## src/rtl/cio_pkg.sv

```systemverilog
// constants, register map and types for the camera control i/o block
// assumes a 100 mhz hclk and word-aligned ahb-lite accesses
package cio_pkg;
   // ****************************************
   // timing
   // ****************************************
   localparam int CLK_PERIOD_NS = 10;
   localparam int US_NS = 1000;
   localparam int FILTER_UNIT_NS = 100;
   localparam int US_CYCLES = US_NS / CLK_PERIOD_NS;
   localparam int UNIT_CYCLES = FILTER_UNIT_NS / CLK_PERIOD_NS;
   localparam logic [6:0] US_LAST = 7'(US_CYCLES - 1);
   localparam logic [3:0] UNIT_MUL = 4'(UNIT_CYCLES);

   // ****************************************
   // register offsets (byte addresses)
   // ****************************************
   localparam logic [7:0] OFS_CTRL = 8'h00;
   localparam logic [7:0] OFS_FILTER = 8'h04;
   localparam logic [7:0] OFS_TIMER = 8'h08;
   localparam logic [7:0] OFS_DELAY = 8'h0c;
   localparam logic [7:0] OFS_DURATION = 8'h10;
   localparam logic [7:0] OFS_STATUS = 8'h14;

   // ****************************************
   // field positions and reset values
   // ****************************************
   localparam int CTRL_PICK = 0;
   localparam int CTRL_FLIP = 1;
   localparam int CTRL_DRV_LO = 2;
   localparam int CTRL_DIR = 5;
   localparam int CTRL_SWLVL = 8;
   localparam int TIMER_SRC_LO = 0;
   localparam int TIMER_ACT_LO = 2;
   localparam logic [23:0] FILTER_RESET = 24'h000005;
   localparam logic [23:0] FILTER_MAX = 24'h989680;
   localparam logic [25:0] TIME_MAX = 26'h3938700;
   localparam logic [25:0] DURATION_RESET = 26'h0000001;
   localparam logic [25:0] DURATION_MIN = 26'h0000001;

   // ****************************************
   // enumerations
   // ****************************************
   typedef enum logic [2:0] {
      DRV_OFF = 3'h0,
      DRV_EXPOSURE = 3'h1,
      DRV_READOUT = 3'h2,
      DRV_SOFTWARE = 3'h3,
      DRV_TIMER = 3'h4
   } cio_drv_e;

   typedef enum logic [1:0] {
      TSRC_OFF = 2'h0,
      TSRC_EXPOSURE = 2'h1,
      TSRC_READOUT = 2'h2,
      TSRC_TRIGGER = 2'h3
   } cio_tsrc_e;

   typedef enum logic [1:0] {
      TACT_RISE = 2'h0,
      TACT_FALL = 2'h1,
      TACT_HIGH = 2'h2,
      TACT_LOW = 2'h3
   } cio_tact_e;

   typedef enum logic [1:0] {
      TST_IDLE = 2'h0,
      TST_DELAY = 2'h1,
      TST_ACTIVE = 2'h2
   } cio_tst_e;
endpackage : cio_pkg

```

## src/rtl/cio_filter_if.sv

```systemverilog
// link between the control i/o top and its glitch filter
// assumes both ends share hclk
`timescale 1ns/100ps
`default_nettype none
interface cio_filter_if;
   logic raw;
   logic [27:0] span;
   logic clean;
   modport owner (output raw, output span, input clean);
   modport filter (input raw, input span, output clean);
endinterface : cio_filter_if
`default_nettype wire

```

## src/rtl/cio_glitch_filter.sv

```systemverilog
// glitch filter for the trigger input line
// assumes raw is already synchronous to hclk; span is the interval in cycles
`timescale 1ns/100ps
`default_nettype none
module cio_glitch_filter (
   // clock and reset
   input wire logic hclk,
   input wire logic hresetn,
   // filter link
   cio_filter_if.filter fl
);
   typedef struct packed {
      logic stable;
      logic [27:0] cnt;
   } cio_flt_s;

   cio_flt_s st_q;
   cio_flt_s st_d;

   always_comb begin
      st_d = st_q;
      if (fl.raw == st_q.stable) begin
         st_d.cnt = 28'h0000000;
      end else if (st_q.cnt + 28'h0000001 >= fl.span) begin
         st_d.stable = fl.raw;
         st_d.cnt = 28'h0000000;
      end else begin
         st_d.cnt = st_q.cnt + 28'h0000001;
      end
   end

   always_ff @(posedge hclk or negedge hresetn) begin
      if (!hresetn) begin
         st_q <= '0;
      end else begin
         st_q <= st_d;
      end
   end

   // zero interval bypasses the counter entirely
   assign fl.clean = (fl.span == 28'h0000000) ? fl.raw : st_q.stable;
endmodule : cio_glitch_filter
`default_nettype wire

```

## src/rtl/cio_top.sv

```systemverilog
// control i/o block: filtered trigger input, selectable strobe output, timer
// assumes an ahb-lite master on hclk and exposure/readout windows from sensor timing
// Contract
// - the trigger input line is input only and reports only the input direction.
// - the strobe output line is output only and reports only the output direction.
// - with polarity flip set the strobe line carries the complement of the chosen source.
// - with the driver choice off nothing is driven onto the strobe line.
// - the exposure choice puts the exposure window of each frame on the line.
// - the readout choice puts the frame readout window on the line.
// - the software choice drives the line from the value software set.
// - a false software level drives low and a true one drives high.
// - the timer choice drives the line with the configured timer signal.
// - the exposure window rises when exposure begins and falls when it ends.
// - the filter interval spans 0 to 1,000,000 us and resets to 0.5 us.
// - a new input level is taken only after it held for the filter interval.
// - input pulses shorter than the filter interval never reach internal logic.
// - a valid input change takes effect after a delay equal to the interval.
// - the timer triggers from the exposure window, readout window or trigger input.
`timescale 1ns/100ps
`default_nettype none
module cio_top (
   // clock and reset
   input wire logic hclk,
   input wire logic hresetn,
   // ahb-lite slave
   input wire logic hsel,
   input wire logic [31:0] haddr,
   input wire logic [1:0] htrans,
   input wire logic hwrite,
   input wire logic [2:0] hsize,
   input wire logic [31:0] hwdata,
   input wire logic hready,
   output logic hreadyout,
   output logic hresp,
   output logic [31:0] hrdata,
   // sensor timing
   input wire logic exposure_window,
   input wire logic readout_window,
   // pins
   input wire logic trigger_input_line,
   output logic strobe_output_line,
   output logic strobe_output_oe_n,
   // filtered trigger to the core
   output logic trigger_clean
);
   typedef struct packed {
      logic wr_pend;
      logic [7:0] addr;
      logic line_pick;
      logic polarity_flip;
      cio_pkg::cio_drv_e output_driver_choice;
      logic software_level;
      logic [23:0] glitch_filter_interval;
      cio_pkg::cio_tsrc_e tsrc;
      cio_pkg::cio_tact_e tact;
      logic [25:0] tdelay;
      logic [25:0] tdur;
      logic [31:0] rdata;
      cio_pkg::cio_tst_e tst;
      logic [25:0] tcnt;
      logic [6:0] usdiv;
      logic prev_src;
      logic strobe;
      logic drive;
   } cio_top_state_s;

   cio_top_state_s st_q;
   cio_top_state_s st_d;
   logic take;
   logic us_tick;
   logic tsig;
   logic tcond;
   logic tstart;
   logic tout;
   logic srcsel;
   logic [31:0] rd_mux;
   logic [31:0] ctrl_word;

   cio_filter_if fl ();

   cio_glitch_filter u_filter (
      .hclk(hclk),
      .hresetn(hresetn),
      .fl(fl)
   );

   assign fl.raw = trigger_input_line;
   assign fl.span = 28'(st_q.glitch_filter_interval * cio_pkg::UNIT_MUL);

   // ****************************************
   // bus decode
   // ****************************************
   assign take = hsel && htrans[1] && hready;
   assign us_tick = (st_q.usdiv == cio_pkg::US_LAST);

   always_comb begin
      ctrl_word = 32'h00000000;
      ctrl_word[cio_pkg::CTRL_PICK] = st_q.line_pick;
      ctrl_word[cio_pkg::CTRL_FLIP] = st_q.polarity_flip;
      ctrl_word[cio_pkg::CTRL_DRV_LO +: 3] = st_q.output_driver_choice;
      // direction follows the picked line and cannot be written
      ctrl_word[cio_pkg::CTRL_DIR] = st_q.line_pick;
      ctrl_word[cio_pkg::CTRL_SWLVL] = st_q.software_level;
   end

   always_comb begin
      case (haddr[7:0])
         cio_pkg::OFS_CTRL: rd_mux = ctrl_word;
         cio_pkg::OFS_FILTER: rd_mux = {8'h00, st_q.glitch_filter_interval};
         cio_pkg::OFS_TIMER: rd_mux = {28'h0000000, st_q.tact, st_q.tsrc};
         cio_pkg::OFS_DELAY: rd_mux = {6'h00, st_q.tdelay};
         cio_pkg::OFS_DURATION: rd_mux = {6'h00, st_q.tdur};
         cio_pkg::OFS_STATUS: rd_mux = {26'h0000000, st_q.drive, tout, readout_window,
                                        exposure_window, st_q.strobe, fl.clean};
         default: rd_mux = 32'h00000000;
      endcase
   end

   // ****************************************
   // timer source and trigger
   // ****************************************
   always_comb begin
      case (st_q.tsrc)
         cio_pkg::TSRC_EXPOSURE: tsig = exposure_window;
         cio_pkg::TSRC_READOUT: tsig = readout_window;
         cio_pkg::TSRC_TRIGGER: tsig = fl.clean;
         default: tsig = 1'b0;
      endcase
   end

   always_comb begin
      case (st_q.tact)
         cio_pkg::TACT_RISE: tstart = tsig && !st_q.prev_src;
         cio_pkg::TACT_FALL: tstart = !tsig && st_q.prev_src;
         cio_pkg::TACT_HIGH: tstart = tsig;
         default: tstart = !tsig;
      endcase
   end

   // level modes hold the output only while the level lasts
   assign tcond = (st_q.tact == cio_pkg::TACT_HIGH) ? tsig :
                  (st_q.tact == cio_pkg::TACT_LOW) ? !tsig : 1'b1;
   assign tout = (st_q.tst == cio_pkg::TST_ACTIVE) && tcond;

   always_comb begin
      case (st_q.output_driver_choice)
         cio_pkg::DRV_EXPOSURE: srcsel = exposure_window;
         cio_pkg::DRV_READOUT: srcsel = readout_window;
         cio_pkg::DRV_SOFTWARE: srcsel = st_q.software_level;
         cio_pkg::DRV_TIMER: srcsel = tout;
         default: srcsel = 1'b0;
      endcase
   end

   // ****************************************
   // next state
   // ****************************************
   always_comb begin
      st_d = st_q;
      st_d.wr_pend = take && hwrite;
      if (take) begin
         st_d.addr = haddr[7:0];
      end
      // read data is registered in the address phase so hrdata is a flop
      st_d.rdata = (take && !hwrite) ? rd_mux : st_q.rdata;
      if (st_q.wr_pend) begin
         case (st_q.addr)
            cio_pkg::OFS_CTRL: begin
               st_d.line_pick = hwdata[cio_pkg::CTRL_PICK];
               st_d.polarity_flip = hwdata[cio_pkg::CTRL_FLIP];
               st_d.output_driver_choice = (hwdata[cio_pkg::CTRL_DRV_LO +: 3] > cio_pkg::DRV_TIMER) ?
                  cio_pkg::DRV_OFF : cio_pkg::cio_drv_e'(hwdata[cio_pkg::CTRL_DRV_LO +: 3]);
               st_d.software_level = hwdata[cio_pkg::CTRL_SWLVL];
            end
            cio_pkg::OFS_FILTER: begin
               st_d.glitch_filter_interval = (hwdata[31:0] > {8'h00, cio_pkg::FILTER_MAX}) ?
                  cio_pkg::FILTER_MAX : hwdata[23:0];
            end
            cio_pkg::OFS_TIMER: begin
               st_d.tsrc = cio_pkg::cio_tsrc_e'(hwdata[cio_pkg::TIMER_SRC_LO +: 2]);
               st_d.tact = cio_pkg::cio_tact_e'(hwdata[cio_pkg::TIMER_ACT_LO +: 2]);
            end
            cio_pkg::OFS_DELAY: begin
               st_d.tdelay = (hwdata > {6'h00, cio_pkg::TIME_MAX}) ? cio_pkg::TIME_MAX : hwdata[25:0];
            end
            cio_pkg::OFS_DURATION: begin
               st_d.tdur = (hwdata > {6'h00, cio_pkg::TIME_MAX}) ? cio_pkg::TIME_MAX :
                           (hwdata[25:0] < cio_pkg::DURATION_MIN) ? cio_pkg::DURATION_MIN : hwdata[25:0];
            end
            default: begin
            end
         endcase
      end
      // microsecond prescaler for the timer delay and duration
      st_d.usdiv = us_tick ? 7'h00 : st_q.usdiv + 7'h01;
      st_d.prev_src = tsig;
      case (st_q.tst)
         cio_pkg::TST_IDLE: begin
            st_d.tcnt = 26'h0000000;
            if (st_q.tsrc != cio_pkg::TSRC_OFF && tstart) begin
               st_d.tst = (st_q.tdelay == 26'h0000000) ? cio_pkg::TST_ACTIVE : cio_pkg::TST_DELAY;
            end
         end
         cio_pkg::TST_DELAY: begin
            if (us_tick) begin
               st_d.tcnt = st_q.tcnt + 26'h0000001;
               if (st_q.tcnt + 26'h0000001 >= st_q.tdelay) begin
                  st_d.tst = cio_pkg::TST_ACTIVE;
                  st_d.tcnt = 26'h0000000;
               end
            end
         end
         cio_pkg::TST_ACTIVE: begin
            if (st_q.tact == cio_pkg::TACT_HIGH || st_q.tact == cio_pkg::TACT_LOW) begin
               if (!tcond) begin
                  st_d.tst = cio_pkg::TST_IDLE;
               end
            end else if (us_tick) begin
               st_d.tcnt = st_q.tcnt + 26'h0000001;
               if (st_q.tcnt + 26'h0000001 >= st_q.tdur) begin
                  st_d.tst = cio_pkg::TST_IDLE;
               end
            end
         end
         default: st_d.tst = cio_pkg::TST_IDLE;
      endcase
      // switching the timer off abandons any run in progress
      if (st_q.tsrc == cio_pkg::TSRC_OFF) begin
         st_d.tst = cio_pkg::TST_IDLE;
      end
      st_d.strobe = (st_q.output_driver_choice == cio_pkg::DRV_OFF) ? 1'b0 :
                    srcsel ^ st_q.polarity_flip;
      st_d.drive = (st_q.output_driver_choice != cio_pkg::DRV_OFF);
   end

   always_ff @(posedge hclk or negedge hresetn) begin
      if (!hresetn) begin
         st_q <= '0;
         st_q.glitch_filter_interval <= cio_pkg::FILTER_RESET;
         st_q.tdur <= cio_pkg::DURATION_RESET;
      end else begin
         st_q <= st_d;
      end
   end

   // ****************************************
   // outputs
   // ****************************************
   assign hreadyout = 1'b1;
   assign hresp = 1'b0;
   assign hrdata = st_q.rdata;
   assign strobe_output_line = st_q.strobe;
   assign strobe_output_oe_n = !st_q.drive;
   assign trigger_clean = fl.clean;
endmodule : cio_top
`default_nettype wire

```

## config.mk

```make
export PLATFORM = sky130hd
export DESIGN_NAME = cio_top
export DESIGN_NICKNAME = d
export VERILOG_FILES = /design/src/rtl/cio_pkg.sv /design/src/rtl/cio_filter_if.sv /design/src/rtl/cio_glitch_filter.sv /design/src/rtl/cio_top.sv
export SDC_FILE = /design/constraint.sdc
export NUM_CORES = 1
export LEC_CHECK = 0
export ABC_AREA = 1
export BUFFER_PORTS_ARGS = -buffer_cell sky130_fd_sc_hd__buf_4
export CORE_ASPECT_RATIO = 0.7
export CORE_MARGIN = 5
export CORE_UTILIZATION = 43
export DETAILED_ROUTE_END_ITERATION = 6
export SLEW_MARGIN = 5
export SYNTH_ARGS = -nofsm -noshare
export SYNTH_HDL_FRONTEND = slang
export SYNTH_SLANG_ARGS = --single-unit
```

## constraint.sdc

```tcl
create_clock -name hclk -period 5.1 [get_ports hclk]
set_input_delay 0.51 -clock hclk [delete_from_list [all_inputs] [get_ports hclk]]
set_output_delay 0.51 -clock hclk [all_outputs]
set_load 0.1 [all_outputs]
```

==> impl_metrics.ini, run 1 <==
[outcome]
outcome = completed

[layout]
design_area_mm2 = 0.01525
final_nets = 2151
final_layout_size_suffix_gt1_frac = 0.08691
post-route-util = 0.4864
syn_to_final_growth_pct = 10.82
fillCellCount = 3168
fin_cells = 2377
multi_input_area_mm2 = 0.007477
ff_latch_area_mm2 = 0.004708

[synth]
netlist_area_mm2 = 0.01376
synth.area.top_cells = dfrtp_1 34%, nand2_1 12%, ha_1 12%, inv_1 8.6%, nor2_1 3.8%
ys_dominant_reg_cell = dfrtp_1
ys_warn_count = 0
synth_cell_types = 56
async_flop_share = 1.000
seq_area_frac_synth = 0.3422
yosys.area.top_type_share = 0.3364
synth_top_cell_by_area = dfrtp_1
ys_ff_latch = 188
synth_edf_count = 0
syn_avg_cell_area_um2 = 7.250
postSynthCellCount = 1898
yosysMostFrequentCell = nand2_1
synth_commonest_cells = 436 x nand2_1, 317 x inv_1, 185 x dfrtp_1

[drt]
routed_wl_um = 42550
drcViolationCount = 0
firstDrtPassIters = 6
ant_nets = 0
routedWlPerCell_um = 17.90
routed_via_density = 5.363
drt_iter0_drc = 1352
vias = 12750

[global_routing]
grt_max_degree = 108
grt-ovfl-total = 0
grt_util_all_layers = 0.2345
antenna_found_initial = 2
grt_pass1_vias = 11510
grt_pass1_wl_um = 65880

[critical_path]
startpoint_type = flop
slowest_stage = dfstp_2
cp_max_fo = 5
path_cells = ha_1 > ha_1 > inv_1 > fa_1 > inv_1 > nand2_1 > nand2_1 > nand3_1 > nand2_1 > nand2_1 > nand4_1 > nand2_1 > nor3_1 > nand3_1 > nand2_1 > buf_4
crit_top_cell = nand2_1
crit_buf_inv = 3
crit_type = flop to output port
crit_path_end_kind = output port
path_depth = 16
critPathMaxStageDelay_ns = 0.61
crit_required_ns = 4.59
crit_arrival_ns = 4.14
path_delay_family = simple AND/OR/NAND/NOR gates
reg2reg_depth = 26

[timing]
slew_violations = 0
fin_hold_ws_ns = 0.08816
rsz0062_at_grt = no
fmax_ghz = 0.2152
post-route-min-period_ns = 4.646
fin_crit_sh = 0.9110
clock_skew_ns = 0.009682
fin_tns_setup_ns = 0
setup_viol = 0
setup_ws_ns = 0.4539
relSlewSlack = 0.2460
finalHoldViolations = 0
worst_slew_pin_slew_ns = 1.122

[clock_tree]
numClockSinks = 188
clk_pin_slew_worst_paths_ns = 0.08
cts_inserted_buffers = 17
cts_max_path_buffers = 2
cts_resized = 0
cts_root_buf = clkbuf_16
cts_tree = built
htreeDepth = 4
insertion_delay_ns = 0.46
post_cts_buffers = 0
holdBufCountCts = 0

[power]
totalPowerFinal_mw = 4.108
p_leak_nw = 8.317
power_density_mw_per_mm2 = 269.4
ir_worst_vdd_uv = 196.1

[placement]
io_buffers = 77
gp_congestion = 0.9588
dp_cells = 2344
dpl_cell_area_mm2 = 0.01462
dpl.hpwl_um = 34010
post-place-ws_ns = 0.6264

[die]
initial_core_util = 0.4389
fp-row-count = 54
fp.coreArea_mm2 = 0.03135
dieArea_mm2 = 0.03574
die_w_um = 223.8
die_y_um = 159.7
ios = 114

[min_path]
hold_class = primary input to asynchronous set/reset pin

[run]
maxCapViolations = 0
## logic make-up (layout without fill, tap and decap cells)
logic type                 after synthesis  count (layout)  synth area share
AOI/OAI and AO/OA                      298             298            0.1233
DFF                                    188             188            0.3422
adders and majority gates              131             131            0.1197
buffers and inverters                  394             446            0.1168
muxes                                    3               3          0.002364
other                                    2               9         0.0005458
and+or+nand+nor                        841             841            0.2690
xor gates and xnor gates                41              41           0.02610
## cell type report
cell class	count	share of cell area
well taps	420	0.03446
repair buffers	89	0.04504
multi-input cells	1322	0.4903
diodes	1	0.0001641
inverters	325	0.08000
flip-flops and latches	188	0.3087
clock buffers	17	0.02790
clock inverters	15	0.01337
## worst register-to-register path, cell delays in order (launching register included)
cell	delay (ns)
dfrtp_1	0.46
ha_1	0.20
nand2_1	0.08
nor2_2	0.12
nand3_1	0.14
nor2_2	0.16
nand3_1	0.12
nor2_1	0.11
nand3_1	0.12
nor2_1	0.15
nand3_1	0.12
nor2_1	0.11
nand3_1	0.10
nor2_1	0.10
inv_1	0.06
nor3_2	0.13
xor2_1	0.20
inv_1	0.09
ha_1	0.28
nand2_1	0.06
nor4_1	0.47
a21oi_1	0.13
nand3_1	0.27
o21ai_0	0.14
nand3_1	0.08
buf_4	0.32
o22ai_1	0.15
## path summary, 6_finish.rpt
check	from	end	slack (ns)
setup / recovery	st_q[126]	trigger_clean	0.45
setup reg to reg	st_q[10]	st_q[34]	0.50
max in group asynchronous	hresetn	st_q[149]	3.92
min in group hclk	hwrite	st_q[164]	0.27
hold / removal	hresetn	u_filter.st_q[4]	0.09
hold reg to reg	st_q[3]	st_q[3]	0.47
## power breakdown
| part | switching, mW | internal [mW] | total (mW) | leakage, nW |
|---|---|---|---|---|
| Clock | 0.677 | 0.791 | 1.47 | 0.303 |
| Combinational | 0.760 | 0.309 | 1.07 | 5.89 |
| Sequential | 0.0402 | 1.53 | 1.57 | 2.13 |
| Total | 1.48 | 2.63 | 4.11 | 8.32 |
## cells in the final DEF (no fill, tap or decap), drive strengths merged, types with 2 or more instances in the layout
cell type / instances
nand4: 35
dfrtp: 185
o21bai: 2
clkinv: 7
ha: 130
o211ai: 2
nand2: 449
o31ai: 16
inv: 328
mux2: 2
conb: 8
nand3b: 7
a221oi: 3
nor2: 151
a31oi: 9
o21ai: 102
nor4: 28
o22ai: 45
xor2: 34
clkinvlp: 2
nor3: 63
a22oi: 7
buf: 88
clkbuf: 18
xnor2: 7
and3: 2
nand3: 102
a21o: 2
dfstp: 3
o2111ai: 5
a21oi: 96
and2: 2
bufinv: 3
## layer usage
layer	up-vias	track usage	part of all wire
li1	6284	-	-
met1	5977	0.3928	0.52
met2	454	0.2932	0.37
met3	32	0.06680	0.097
met4	2	0.03395	0.0069
met5	-	0.02016	0.0024
## sequential cells by signal (all words and copies together) (netlist names)
name,flops
strobe_output_line,1
u_filter.st_q,29
st_q,126
hrdata,26
ctrl_word,6
(Power assumes the default switching activity.)
==> run 2: changes to the inputs <==
Settings changed: BUFFER_PORTS_ARGS -buffer_cell sky130_fd_sc_hd__buf_4 to -buffer_cell sky130_fd_sc_hd__buf_2.
==> impl_metrics.ini, run 2 (synthesis results as in run 1) <==
[die]
fp-row-count = 54
die_y_um = 159.7
initial_core_util = 0.4389
die_w_um = 223.8
fp.coreArea_mm2 = 0.03135
ios = 114
dieArea_mm2 = 0.03574

[outcome]
outcome = completed

[timing]
fin_crit_sh = 0.9394
relSlewSlack = 0.2697
fin_tns_setup_ns = 0
clock_skew_ns = 0.01111
slew_violations = 0
finalHoldViolations = 0
setup_viol = 0
fmax_ghz = 0.2087
worst_slew_pin_slew_ns = 1.092
rsz0062_at_grt = no
post-route-min-period_ns = 4.791

[clock_tree]
cts_tree = built
numClockSinks = 188
insertion_delay_ns = 0.47
cts_resized = 0
cts_inserted_buffers = 17
clk_pin_slew_worst_paths_ns = 0.08
cts_max_path_buffers = 2
htreeDepth = 4
cts_root_buf = clkbuf_16
post_cts_buffers = 0
holdBufCountCts = 0

[layout]
mostFrequentLayoutCell = nand2_1
final_cell_mix = 436 x nand2_1, 317 x inv_1, 185 x dfrtp_1, 141 x nor2_1, 130 x ha_1
post-route-util = 0.4779
final_nets = 2153
fillCellCount = 3189
n_antenna_cell = 0
top_register = st_q
final_layout_size_suffix_gt1_frac = 0.08733
syn_to_final_growth_pct = 8.875
fin_cells = 2378
largest_reg_flops = 126

[critical_path]
crit_required_ns = 4.59
crit_type = flop to output port
crit_path_end_kind = output port
crit_arrival_ns = 4.28
startpoint_type = flop
r2r_slack_ns = 0.51
cp_max_fo = 5

[drt]
drcViolationCount = 0
drt_iter0_drc = 1236
vias = 12670
routedWlPerCell_um = 17.72
routed_via_density = 5.330
firstDrtPassIters = 6
ant_nets = 0
routed_wl_um = 42150

[power]
ir_worst_vdd_uv = 170.5
power_density_mw_per_mm2 = 262.3
p_leak_nw = 8.250

[run]
maxCapViolations = 0

[min_path]
hold_class = primary input to asynchronous set/reset pin

[placement]
gp_congestion = 0.9665
io_buffers = 77
dpl.hpwl_um = 33950
dp_cells = 2346

[global_routing]
grt_util_all_layers = 0.2325
grt_pass1_vias = 11420
antenna_found_initial = 1
grt_max_degree = 115
grt-ovfl-total = 0
grt_pass1_wl_um = 64870
run 2: final timing paths:
kind | from | endpoint | cells after the start
max reg2reg | st_q[10] | st_q[31] | 26
min | hresetn | hrdata[8] | 1
min in group hclk | hwrite | st_q[164] | 3
max | st_q[126] | trigger_clean | 16
max in group asynchronous | hresetn | st_q[10] | 2
min reg2reg | st_q[3] | st_q[3] | 1
run 2: cell type report:
type | count | area, um^2 | area share
Clock inverter | 14 | 122.6 | 0.008184
Sequential cell | 188 | 4708 | 0.3143
Multi-Input combinational cell | 1322 | 7477 | 0.4991
Timing Repair Buffer | 91 | 499.2 | 0.03332
Tap cell | 420 | 525.5 | 0.03508
Clock buffer | 18 | 429.2 | 0.02865
Inverter | 325 | 1220 | 0.08143
run 2: worst max-delay path, cell delays in order (launching register included):
cell and delay, ns:
dfstp_2 0.61, ha_1 0.17, ha_1 0.25, inv_1 0.08, fa_1 0.39, inv_1 0.14, nand2_1 0.08, nand2_1 0.09
nand3_1 0.12, nand2_1 0.23, nand2_1 0.13, nand4_1 0.11, nand2_1 0.13, nor3_1 0.28, nand3_1 0.28, nand2_1 0.26
buf_2 0.46
run 2: routing by layer:
metal | track usage | wire [um] | vias to the layer above
met4 | 0.04704 | 417 | 2
met2 | 0.2911 | 15590 | 469
met3 | 0.07873 | 4634 | 34
met5 | 0.02016 | 96 | -
li1 | - | - | 6289
met1 | 0.3761 | 21410 | 5880
run 2: per-stage QoR:
stage          power, mW  setup slack (ns)  instance area [um^2]  hold slack [ns]
6_report           3.930            0.3091                 14980           0.1513
5_1_grt            4.155          0.009514                 14980           0.2451
4_1_cts            3.939            0.3404                 14980           0.2127
3_5_place_dp       2.628            0.5694                 14430           0.4578
3_3_place_gp       2.608            0.6839                 14430           0.4525
2_1_floorplan      2.327             1.275                 13780           0.2144
run 2: report_power, final:
group | leakage, nW | internal (mW) | switching (mW)
Combinational | 5.85 | 0.296 | 0.754
Sequential | 2.13 | 1.53 | 0.0404
Clock | 0.271 | 0.643 | 0.665
